### src/acr_pkg.sv
package acr_pkg;

  // Oversampling per bit
  localparam int unsigned SAMPLES_NORMAL = 16;
  localparam int unsigned SAMPLES_DOUBLE = 8;

  // First centre sample (start qualification and bit voting)
  localparam logic [3:0] VOTE_FIRST_NORMAL = 4'h8;
  localparam logic [3:0] VOTE_FIRST_DOUBLE = 4'h4;

  // Data plus parity length limits
  localparam int unsigned BITS_MIN = 5;
  localparam int unsigned BITS_MAX = 10;
  localparam logic [3:0]  BITS_RESET = 4'h8;

  // Receive buffer depth
  localparam int unsigned FIFO_DEPTH = 8;

  // Recovery states
  typedef enum logic [1:0] {
    ACR_IDLE  = 2'b00,
    ACR_START = 2'b01,
    ACR_DATA  = 2'b10,
    ACR_STOP  = 2'b11
  } acr_state_t;

endpackage : acr_pkg

### src/acr_fifo.sv
`timescale 1ns/10ps
// Small synchronous FIFO, valid/ready on both sides
module acr_fifo #(
  parameter int unsigned WIDTH = 11,
  parameter int unsigned DEPTH = 8
) (
  // Clock and reset
  input  wire logic             clk_sys,
  input  wire logic             arst_n,
  input  wire logic             flush,
  // Fill side
  input  wire logic             in_valid,
  output logic                  in_ready,
  input  wire logic [WIDTH-1:0] in_data,
  // Drain side
  output logic                  out_valid,
  input  wire logic             out_ready,
  output logic      [WIDTH-1:0] out_data
);

  localparam int unsigned AW = (DEPTH > 1) ? $clog2(DEPTH) : 1;

  initial begin
    if (DEPTH < 2 || (DEPTH & (DEPTH - 1)) != 0) begin
      $error("acr_fifo: DEPTH must be a power of two of at least 2");
    end
  end

  logic [WIDTH-1:0] mem_q [DEPTH];
  logic [AW-1:0]    wr_q, wr_d, rd_q, rd_d;
  logic [AW:0]      cnt_q, cnt_d;
  logic             push, pop;

  // Honest full and empty from the fill count
  assign in_ready  = (cnt_q != AW'(0) + (AW+1)'(DEPTH)) ;
  assign out_valid = (cnt_q != '0);
  assign out_data  = mem_q[rd_q];
  assign push      = in_valid && in_ready && !flush;
  assign pop       = out_valid && out_ready && !flush;

  // Pointer and count update; flush empties the buffer
  always_comb begin
    wr_d  = wr_q;
    rd_d  = rd_q;
    cnt_d = cnt_q;
    if (flush) begin
      wr_d  = '0;
      rd_d  = '0;
      cnt_d = '0;
    end else begin
      if (push) begin
        wr_d = wr_q + AW'(1);
      end
      if (pop) begin
        rd_d = rd_q + AW'(1);
      end
      cnt_d = cnt_q + (AW+1)'(push) - (AW+1)'(pop);
    end
  end

  // Pointer registers
  always_ff @(posedge clk_sys or negedge arst_n) begin
    if (!arst_n) begin
      wr_q  <= '0;
      rd_q  <= '0;
      cnt_q <= '0;
    end else begin
      wr_q  <= wr_d;
      rd_q  <= rd_d;
      cnt_q <= cnt_d;
    end
  end

  // Storage has no reset; only written words are ever read
  always_ff @(posedge clk_sys) begin
    if (push) begin
      mem_q[wr_q] <= in_data;
    end
  end

endmodule : acr_fifo

### src/acr_rx.sv
`timescale 1ns/10ps
// What this block does
// [RL1] Sixteen samples per bit, eight in double speed
// [RL2] Double speed when double_speed_select is one
// [RL3] Falling edge starts detection, first low is one
// [RL4] Start judged on samples 8-10, or 4-6
// [RL5] Two high qualifiers: discard, watch for edge
// [RL6] Realign bit timing on every valid start
// [RL7] Per-bit state counter: sixteen or eight states
// [RL8] Bit value is majority of centre three
// [RL9] Recover through first stop bit; ignore others
// [RL10] Voted low stop bit sets frame error
// [RL11] New start accepted right after stop voting
// [RL12] Transmitter keeps rate within length tolerance
// [RL13] Normal mode, eight bits: two percent each
// [RL14] Double speed, eight bits: one and half percent
// [RL15] Double speed halves per-bit divisor to eight
// [RL16] Frame error stored with data in buffer
// [RL17] Receive line passes two-stage synchroniser
// [RL18] Advance on sample tick; disable restarts idle
module acr_rx #(
  parameter int unsigned DATA_BITS_MAX = acr_pkg::BITS_MAX,
  parameter int unsigned DEPTH         = acr_pkg::FIFO_DEPTH
) (
  // Clock and reset
  input  wire logic                     clk_sys,
  input  wire logic                     arst_n,
  // Control
  input  wire logic                     rx_enable,
  input  wire logic                     double_speed_select,
  input  wire logic [3:0]               frame_bits,
  input  wire logic                     sample_tick,
  // Serial line
  input  wire logic                     rxd,
  // Received frames
  output logic                          frame_valid,
  input  wire logic                     frame_ready,
  output logic [DATA_BITS_MAX-1:0]      frame_data,
  output logic                          frame_error_flag,
  // Status
  output logic                          rx_busy,
  output logic                          overrun
);

  localparam int unsigned W = DATA_BITS_MAX;

  initial begin
    if (W < acr_pkg::BITS_MIN || W > acr_pkg::BITS_MAX) begin
      $error("acr_rx: DATA_BITS_MAX must lie between 5 and 10");
    end
  end

  // Majority of three samples
  function automatic logic vote3(input logic [2:0] s);
    vote3 = (s[0] & s[1]) | (s[0] & s[2]) | (s[1] & s[2]);
  endfunction : vote3

  // Two-flop synchroniser, first stage read only by second
  logic sync1_q, sync2_q, line_q;
  always_ff @(posedge clk_sys or negedge arst_n) begin
    if (!arst_n) begin
      sync1_q <= 1'b1;
      sync2_q <= 1'b1;
    end else begin
      sync1_q <= rxd; // RL17
      sync2_q <= sync1_q; // RL17
    end
  end

  // Recovery state
  acr_pkg::acr_state_t st_q, st_d;
  logic [3:0]   smp_q, smp_d;
  logic [2:0]   win_q, win_d;
  logic [3:0]   bit_q, bit_d;
  logic [W-1:0] sh_q, sh_d;
  logic         dbl_q, dbl_d;
  logic         line_d;
  logic         push;
  logic         push_fe;
  logic [3:0]   last_smp, vote_first, nbits;
  logic         bit_vote;
  logic         fifo_ready, fifo_valid;
  logic [W:0]   fifo_out;
  logic         ovr_q, ovr_d;

  // Mode is latched per frame so a mid-frame change cannot tear timing
  assign last_smp   = dbl_q ? 4'(acr_pkg::SAMPLES_DOUBLE - 1) : 4'(acr_pkg::SAMPLES_NORMAL - 1); // RL1 RL7 RL15
  // Centre voting keeps the widest margin for rate error either way
  assign vote_first = dbl_q ? acr_pkg::VOTE_FIRST_DOUBLE : acr_pkg::VOTE_FIRST_NORMAL; // RL4 RL13 RL14
  assign nbits      = (frame_bits < 4'(acr_pkg::BITS_MIN)) ? 4'(acr_pkg::BITS_MIN) :
                      (frame_bits > 4'(W)) ? 4'(W) : frame_bits;
  assign bit_vote   = vote3({win_q[1:0], line_q}); // RL8

  // Next-state logic for clock and data recovery
  always_comb begin
    st_d    = st_q;
    smp_d   = smp_q;
    win_d   = win_q;
    bit_d   = bit_q;
    sh_d    = sh_q;
    dbl_d   = dbl_q;
    line_d  = line_q;
    push    = 1'b0;
    push_fe = 1'b0;
    ovr_d   = ovr_q;
    if (frame_ready && fifo_valid && fv_q) begin
      ovr_d = 1'b0;
    end
    if (!rx_enable) begin
      st_d  = acr_pkg::ACR_IDLE; // RL18
      ovr_d = 1'b0;
      line_d = 1'b1;
    end else if (sample_tick) begin // RL18
      line_d = sync2_q;
      // Window holds the three previous samples; the vote uses the last two; current is line_q
      win_d  = {win_q[1:0], line_q};
      smp_d  = smp_q + 4'h1;
      case (st_q)
        acr_pkg::ACR_IDLE: begin
          smp_d = 4'h1;
          if (line_q && !sync2_q) begin // RL3
            st_d  = acr_pkg::ACR_START;
            dbl_d = double_speed_select; // RL2
          end
        end
        acr_pkg::ACR_START: begin
          // Third qualifier sample is the one now on line_q
          if (smp_q == vote_first + 4'h2) begin
            if (bit_vote) begin
              st_d = acr_pkg::ACR_IDLE; // RL5
            end
          end
          // Last start sample wraps to zero in normal mode, so one compare serves both
          if (smp_q == last_smp + 4'h1) begin
            // Counter now aligned to the start bit
            smp_d = 4'h0; // RL6
            bit_d = 4'h0;
            if (st_d == acr_pkg::ACR_START) begin
              st_d = acr_pkg::ACR_DATA;
            end
          end
        end
        acr_pkg::ACR_DATA: begin
          if (smp_q == vote_first + 4'h1) begin
            sh_d = {bit_vote, sh_q[W-1:1]}; // RL8
          end
          if (smp_q == last_smp) begin // RL7
            smp_d = 4'h0;
            bit_d = bit_q + 4'h1;
            if (bit_q + 4'h1 == nbits) begin
              st_d = acr_pkg::ACR_STOP;
            end
          end
        end
        acr_pkg::ACR_STOP: begin
          // Only the first stop bit is examined
          if (smp_q == vote_first + 4'h1) begin // RL9
            push    = 1'b1;
            push_fe = ~bit_vote; // RL10
            if (!fifo_ready) begin
              ovr_d = 1'b1;
            end
            st_d = acr_pkg::ACR_IDLE; // RL11
          end
        end
        default: begin
          st_d = acr_pkg::ACR_IDLE;
        end
      endcase
    end
  end

  // Recovery registers
  always_ff @(posedge clk_sys or negedge arst_n) begin
    if (!arst_n) begin
      st_q   <= acr_pkg::ACR_IDLE;
      smp_q  <= 4'h0;
      win_q  <= 3'h7;
      bit_q  <= 4'h0;
      sh_q   <= '0;
      dbl_q  <= 1'b0;
      line_q <= 1'b1;
      ovr_q  <= 1'b0;
    end else begin
      st_q   <= st_d;
      smp_q  <= smp_d;
      win_q  <= win_d;
      bit_q  <= bit_d;
      sh_q   <= sh_d;
      dbl_q  <= dbl_d;
      line_q <= line_d;
      ovr_q  <= ovr_d;
    end
  end

  // Right-justify shorter frames, upper bits zero
  logic [W-1:0] frame_word;
  logic         fv_q;
  always_comb begin
    frame_word = sh_q >> (W - 32'(nbits));
  end

  // Frame and its error travel together; full buffer drops frame
  acr_fifo #(
    .WIDTH (W + 1),
    .DEPTH (DEPTH)
  ) u_fifo (
    .clk_sys   (clk_sys),
    .arst_n    (arst_n),
    .flush     (!rx_enable),
    .in_valid  (push),
    .in_ready  (fifo_ready),
    .in_data   ({push_fe, frame_word}), // RL16
    .out_valid (fifo_valid),
    .out_ready (frame_ready && fv_q),
    .out_data  (fifo_out)
  );

  // Registered outputs; a skid register would cost area, so outputs
  // mirror the buffer head one cycle late and pop follows frame_ready
  logic [W-1:0] fd_q;
  logic         fe_q, busy_q;
  always_ff @(posedge clk_sys or negedge arst_n) begin
    if (!arst_n) begin
      fv_q   <= 1'b0;
      fd_q   <= '0;
      fe_q   <= 1'b0;
      busy_q <= 1'b0;
    end else begin
      fv_q   <= fifo_valid && !(frame_ready && fv_q);
      fd_q   <= fifo_out[W-1:0];
      fe_q   <= fifo_out[W]; // RL16
      busy_q <= (st_d != acr_pkg::ACR_IDLE);
    end
  end

  assign frame_valid      = fv_q;
  assign frame_data       = fd_q;
  assign frame_error_flag = fe_q;
  assign rx_busy          = busy_q;
  assign overrun          = ovr_q;

endmodule : acr_rx

### config.mk
export PLATFORM = sky130hd
export DESIGN_NAME = acr_rx
export DESIGN_NICKNAME = d
export VERILOG_FILES = /design/src/acr_pkg.sv /design/src/acr_fifo.sv /design/src/acr_rx.sv
export SDC_FILE = /design/constraint.sdc
export NUM_CORES = 1
export LEC_CHECK = 0
export ABC_AREA = 1
export BUFFER_PORTS_ARGS = -buffer_cell sky130_fd_sc_hd__buf_2
export CAP_MARGIN = 20
export CORE_MARGIN = 4
export CORE_UTILIZATION = 60
export DETAILED_ROUTE_END_ITERATION = 10
export PLACE_DENSITY = 0.8
export SYNTH_ARGS = -nofsm -noshare
export SYNTH_HDL_FRONTEND = slang
export SYNTH_SLANG_ARGS = --single-unit
### constraint.sdc
create_clock -name clk_sys -period 3.6 [get_ports clk_sys]
set_clock_uncertainty 0.05 [all_clocks]
set_input_delay 0.36 -clock clk_sys [delete_from_list [all_inputs] [get_ports clk_sys]]
set_output_delay 0.36 -clock clk_sys [all_outputs]
set_load 0.005 [all_outputs]
# Word-level counts from Yosys, hierarchy flattened
# Memories as Yosys holds them, arrays and structs flattened. A register that Yosys moved wholly into a read port is not among the register bits.
# Cells that the tools add are included.
dict set report word_totals {
  regBits 39
  latchBits 0
  ram_bits 88
  mem_bits_ro 0
  inputBits 11
  word_cells 117
  mem_count 1
}
# name words word_bits read_ports rd_clocked_by_memory_dff wr line_no
set mem_list {}
lappend mem_list {u_fifo.mem_q 8 11 1 1 1 acr_fifo.sv:29} ;# logic [WIDTH-1:0] mem_q [DEPTH];
dict set report op_classes {
  add_sub_neg 10
  multipliers 0
  div_mod_pow 0
  magnitude_cmp 2
  n_eq_ne 15
  shift 1
  n_mux 47
  n_bitwise 6
  n_reduce_logical 20
}
# op count
set op_table {}
lappend op_table {{$mux W4} 9}
lappend op_table {{$shr A10 B32 Y10} 1}
lappend op_table {{$mux W2} 13}
lappend op_table {{$eq A4 B4 Y1} 5}
lappend op_table {{$mux W1} 18}
lappend op_table {{$add A4 B1 Y4 const B} 4}
lappend op_table {{$mux W3} 4}
lappend op_table {{$pmux W4 S3} 1}
lappend op_table {{$logic_and A1 B1 Y1} 9}
lappend op_table {{$pmux W2 S4} 1}
lappend op_table {{$pmux W4 S2} 1}
lappend op_table {{$reduce_and A4 Y1} 2}
lappend op_table {{$add A3 B1 Y3 const B} 2}
lappend op_table {{$ne A2 B1 Y1 const B} 3}
lappend op_table {{$reduce_and A5 Y1} 1}
lappend op_table {{$sub A4 B4 Y5 const A} 1}
lappend op_table {{$add A4 B1 Y4} 1}
lappend op_table {{$add A4 B2 Y4 const B} 1}
lappend op_table {{$eq A2 B1 Y1 const B} 2}
lappend op_table {{$eq A2 B2 Y1 const B} 2}
lappend op_table {{$gt A4 B4 Y1 const B} 1}
lappend op_table {{$lt A4 B3 Y1 const B} 1}
lappend op_table {{$ne A2 B2 Y1 const B} 2}
lappend op_table {{$ne A4 B4 Y1 const B} 1}
lappend op_table {{other kinds (9)} 15}

# Depth between registers and ports, before layout
dict set report depth {
  depth_word 15
  ltp_mapped 16
  depth_no_buf 15
}

# Modules after synthesis
# From an unflattened synthesis, not the netlist that was laid out.
dict set report unflattened {
  cells_unflattened 772
  area_unflattened_um2 6804.0
}
# mod instances cells_per_inst area_each_um2 seq_area_each_um2
set by_module_without_submodules {}
lappend by_module_without_submodules {acr_fifo 1 468 4516.8 2892.8}
lappend by_module_without_submodules {acr_rx 1 304 2287.2 1007.2}

# Worst setup path after synthesis
# Ideal clock, no wire load.
dict set report synth_timing {
  path_kind {input -> register}
  start {input port rx_enable}
  end {memory u_fifo.mem_q[2][0], enable pin}
  setup_ps 393
  arrival_time_ps 1921
  required_time_ps 3157
  slack_ps 1236
  cell_stages 7
  path_buffers 1
  cell_sequence {buf_4 nand2_1 inv_1 nand4_1 inv_1 nand2_1 nor3_1}
}
dict set report synth_between {
  elab_chain_len 5
}
# item line_no
set synth_rtl {}
lappend synth_rtl {{from (decl)} acr_rx.sv:29} ;# input wire logic rx_enable,
lappend synth_rtl {{$mux W1} acr_rx.sv:109} ;# if (!rx_enable) begin
lappend synth_rtl {{$logic_and A1 B1 Y1} acr_fifo.sv:38} ;# assign push = in_valid && in_ready && !flush;
lappend synth_rtl {{$logic_and A1 B1 Y1 *} acr_fifo.sv:38}
lappend synth_rtl {{$mux W1 *} acr_fifo.sv:76} ;# if (push) begin
lappend synth_rtl {{$mux W1 (not written as such) *} acr_fifo.sv:77} ;# mem_q[wr_q] <= in_data;
lappend synth_rtl {{to (decl)} acr_fifo.sv:29}
# Mark *: on every way between the ends. The rest lies on a longest branch, timed or not.

# Worst setup path in the final report
dict set report layout_timing {
  start {input port frame_bits[2]}
  end {memory u_fifo.mem_q[5][5] (data pin)}
}
dict set report layout_between {
  elab_chain_len 5
}
# item line_no
set layout_rtl {}
lappend layout_rtl {{from (decl)} acr_rx.sv:31} ;# input wire logic [3:0] frame_bits,
lappend layout_rtl {{$gt A4 B4 Y1} acr_rx.sv:91} ;# (frame_bits > 4'(W)) ? 4'(W) : frame_bits;
lappend layout_rtl {{$mux W4} acr_rx.sv:91}
lappend layout_rtl {{$mux W4 *} acr_rx.sv:90} ;# assign nbits = (frame_bits < 4'(acr_pkg::BITS_MIN)) ? 4'(acr_pkg::BITS_MIN) :
lappend layout_rtl {{$sub A4 B4 Y5 *} acr_rx.sv:200} ;# frame_word = sh_q >> (W - 32'(nbits));
lappend layout_rtl {{$shr A10 B32 Y10 *} acr_rx.sv:200}
lappend layout_rtl {{via frame_word[5]} acr_rx.sv:197} ;# logic [W-1:0] frame_word;
# Mark *: on every way through the listed nets, which the timed path passes. The rest lies on a longest branch.

==> results by stage <==
Run status:
- The flow ran to the end, and the final reports show no timing, DRC or antenna violations.

Global route:
- The first global-routing pass estimated 21.4 mm of wire.
- In the global route stage, overall resource usage came out at 0.237.
- The maximum number of pins on one net before global-route repair is 46.
- The number of antenna violations at the first check in global routing is 0.
- The via count of the first global-routing pass came to 4360.
- Global routing finished with a remaining overflow of 0.

Routing:
- The routed wire length per instance is 16.7 um.
- Summed over all layers, the routed wires come to 13.2 mm.
- The total DRC errors in the routed layout is 0.
- The via count is 4531.
- The via density per instance is 5.71.
- The iteration count of the initial detailed-routing pass is 5.
- For this block, the initial DRC count from the detailed router was 433.
- Once detail routing completed, the nets flagged for antenna violations numbered 0.

Synth:
- The number of standard cells after synthesis is 611.
- The net count after synthesis is 642.
- Counting flops with a built-in enable in the synthesized netlist gives 88.
- Among all flip-flop cells after synthesis, the most frequent one is edfxtp_1.
- For this run, the register share of the synthesized area comes to 0.627.
- After synthesis the cells add up to 6220 sq um.
- The number of distinct library cells after synthesis is 39.
- The Yosys step of the flow raised 0 warnings.
- The proportion of synthesized flip-flops having asynchronous set or reset is 0.362.
- Dividing the synthesized area by the synthesized cell count gives 10.2 sq um.
- The number of storage elements in the synthesis netlist is 138.

CTS:
- The clock tree from TritonCTS is built.
- Post-CTS repair changed the size of 0 cells.
- The clock edge transition at the registers on the reported setup and hold paths is 0.07 ns.
- The clock insertion delay at the later pin of the skew report is 0.52 ns.
- The tree is rooted in a clkbuf_8.
- Buffers inserted during clock tree synthesis total 17.
- In this run the deepest clock path goes through 2 buffers.
- The total clock sinks is 138.
- The number of levels in the clock H-tree is 4.

Worst setup path:
- The category of the critical setup timing path is in2reg.
- The register-to-register setup slack is 1.26 ns.
- Counting cells, the worst reg-to-reg path comes to 11.
- In this run the worst path has a maximum fanout of 21.
- The worst reg2reg path startpoint is u_fifo.cnt_q[2]$_DFF_PN0_.
- At the worst endpoint, the required time is 3.75 ns.
- The worst setup path is captured at a flip-flop.
- STA classifies the critical path startpoint as an input pin.
- The endpoint of the worst-slack reg-to-reg timing path is u_fifo.cnt_q[2]$_DFF_PN0_.
- STA puts the critical path data arrival time at 2.79 ns.

Timing:
- Dividing the final minimum period by the clock period gives 0.734.
- Based on the critical path, the design can be clocked at up to 0.378 GHz.
- The total count of max-transition violations in the final report came to 0.
- At the pin with the least slew margin, the transition time is 0.842 ns.
- The number of failing setup endpoints in the final timing report is 0.
- Setup repair after global routing left no endpoint under its margin.
- The headroom to the max-slew limit is 0.438.
- After routing, the total negative slack on setup checks comes to 0 ns.
- For the finished layout, the period the worst path requires is 2.64 ns.
- The final number of hold-violating endpoints is 0.
- Once routing completed, OpenROAD measured the worst setup slack at 0.958 ns.

Floorplanning:
- The I/O pin count is 25.
- The die is 110 um tall.
- The effective utilization at floorplan is 0.625.
- The placeable core area is 9950 sq um.
- The die covers 12100 sq um.
- The count of standard-cell rows is 36.
- The die is 110 um wide.

Layout:
- Once layout is complete, the utilization of the core stands at 0.714.
- 0 antenna diodes ended up in the layout.
- From synthesis to final layout, the design area changed by 14.2%.
- The net count of the finished layout is 678.
- In the final layout, the share of cells above drive strength 1 is 0.123.

Worst hold path:
- The count of cells along the worst hold path is 3.
- In this run the worst hold path is classified as in2reg.
- The startpoint of the tightest hold check path is rx_enable.
- The sink of the worst hold path is u_fifo.cnt_q[1]$_DFF_PN0_.

Power and ir drop:
- The worst-case IR drop observed on VDD is 294 uV.
- For this design the ratio of total power to cell area is 532 nW/um^2.
- Overall power consumption after layout is estimated at 3.78 mW.
- For this design the static power due to leakage is 2.93 nW.

Run:
- Max-cap violations in this run came to 0.

Placed design:
- At the placement stage, the worst setup path has a slack of 0.496 ns.
- At the end of routability-driven placement, the weighted congestion stood at 0.849.
- The number of buffer cells added on primary ports is 24.
- Detailed placement ended at an HPWL of 8.04 mm.
[through the flow]
stage / instances / area, sq um / hold WS (ns)
floorplan: 611 / 6220 / 0.0144
global placement: 757 / 6490 / 0.295
detailed placement: 757 / 6490 / 0.297
CTS: 793 / 7110 / 0.0827
global route: 793 / 7110 / 0.101
finish: 793 / 7110 / 0.104
[logic make-up after synthesis]
| kind of cell | synth area share |
|---|---|
| simple gates | 0.150 |
| flops | 0.627 |
| compound gates | 0.119 |
| buf+inv | 0.0541 |
| fa+ha+maj | 0.0414 |
| xor+xnor | 0.00422 |
| mux | 0.00482 |
[layout make-up]
type / count / area [sq um]
sequential: 138 / 3900
fill: 680 / 2850
multi-input combinational: 391 / 1990
clock buffer: 17 / 414
timing repair buffer: 40 / 250
inverter: 59 / 221
clock inverter: 15 / 169
tap: 133 / 166
[worst max-delay path, stage by stage]
cell     delay (ns)
buf_2          0.09
inv_1          0.05
nand2_1        0.06
nand2_1        0.05
nand2_1        0.09
nand2_2        0.22
ha_1           0.32
nand2_1        0.07
inv_1          0.17
nor2_1         0.22
inv_1          0.06
a21oi_1        0.14
inv_1          0.07
nand2_1        0.05
o21ai_0        0.10
o21ai_0        0.66
[routing by layer]
metal / track usage / wire (um) / vias to the layer above
met4: 0.0828 / 153 / 0
met5: 0 / 0 / -
li1: - / - / 2161
met3: 0.0440 / 955 / 17
met2: 0.390 / 6660 / 174
met1: 0.318 / 5460 / 2179
[cells in the mapped netlist, types with 9 or more instances]
library cell  number  area, sq um
edfxtp_1          88         2640
inv_1             56          210
nor2_1           110          413
nand2_1           79          297
nor3_1             9         45.0
ha_1              19          238
o22ai_1           13         81.3
a21oi_1           16         80.1
dfrtp_1           45         1130
a31oi_1           13         81.3
nand3_1           19         95.1
o21ai_0           81          405
clkbuf_1          13         48.8
[where the power goes]
group	total, mW	switching [mW]	leakage (nW)	internal, mW
registers	1.79	0.0342	1.44	1.76
logic	0.289	0.198	1.20	0.0907
clock network	1.70	0.744	0.285	0.956
[cell usage in the layout, fill, tap and decap left out, types with 12 or more instances in the layout]
cell / Yosys / routed
nand2_1: 79 / 79
nor2_1: 110 / 110
edfxtp_1: 88 / 88
o21ai_0: 81 / 81
buf_2: 5 / 24
a21oi_1: 16 / 16
a31oi_1: 13 / 13
o22ai_1: 13 / 13
inv_1: 56 / 56
ha_1: 19 / 19
nand3_1: 19 / 19
dfrtp_1: 45 / 45
clkbuf_16: 0 / 16
buf_4: 2 / 12
[how the worst max path moves through the flow]
stage,startpoint,end,slack (ns),cells after the start
final,frame_bits[2],u_fifo.mem_q[5][5]$_DFFE_PP_,0.96,16
after global placement,frame_bits[0],u_fifo.mem_q[0][5]$_DFFE_PP_,0.73,16
after detailed placement,frame_bits[0],u_fifo.mem_q[0][5]$_DFFE_PP_,0.50,16
after floorplan,rx_enable,u_fifo.mem_q[2][0]$_DFFE_PP_,1.24,7
after global routing,frame_bits[0],u_fifo.mem_q[7][5]$_DFFE_PP_,0.62,16
after CTS,frame_bits[0],u_fifo.mem_q[7][5]$_DFFE_PP_,0.98,16
[sequential cells by signal, summed over array words and instances (netlist names)]
signal            count
bit_q                 4
dbl_q                 1
frame_data           10
frame_error_flag      1
frame_valid           1
line_q                1
overrun               1
rx_busy               1
sh_q                 10
smp_q                 4
st_q                  2
sync1_q               1
sync2_q               1
u_fifo.cnt_q          4
u_fifo.mem_q         88
u_fifo.rd_q           3
u_fifo.wr_q           3
win_q                 2
[what timing repair did]
item / 4_1_cts / 5_1_grt
hold buffers: 4 / 0
setup buffers: 0 / 0
hold endpoints to repair: 30 / 0
(Power assumes the default switching activity.)
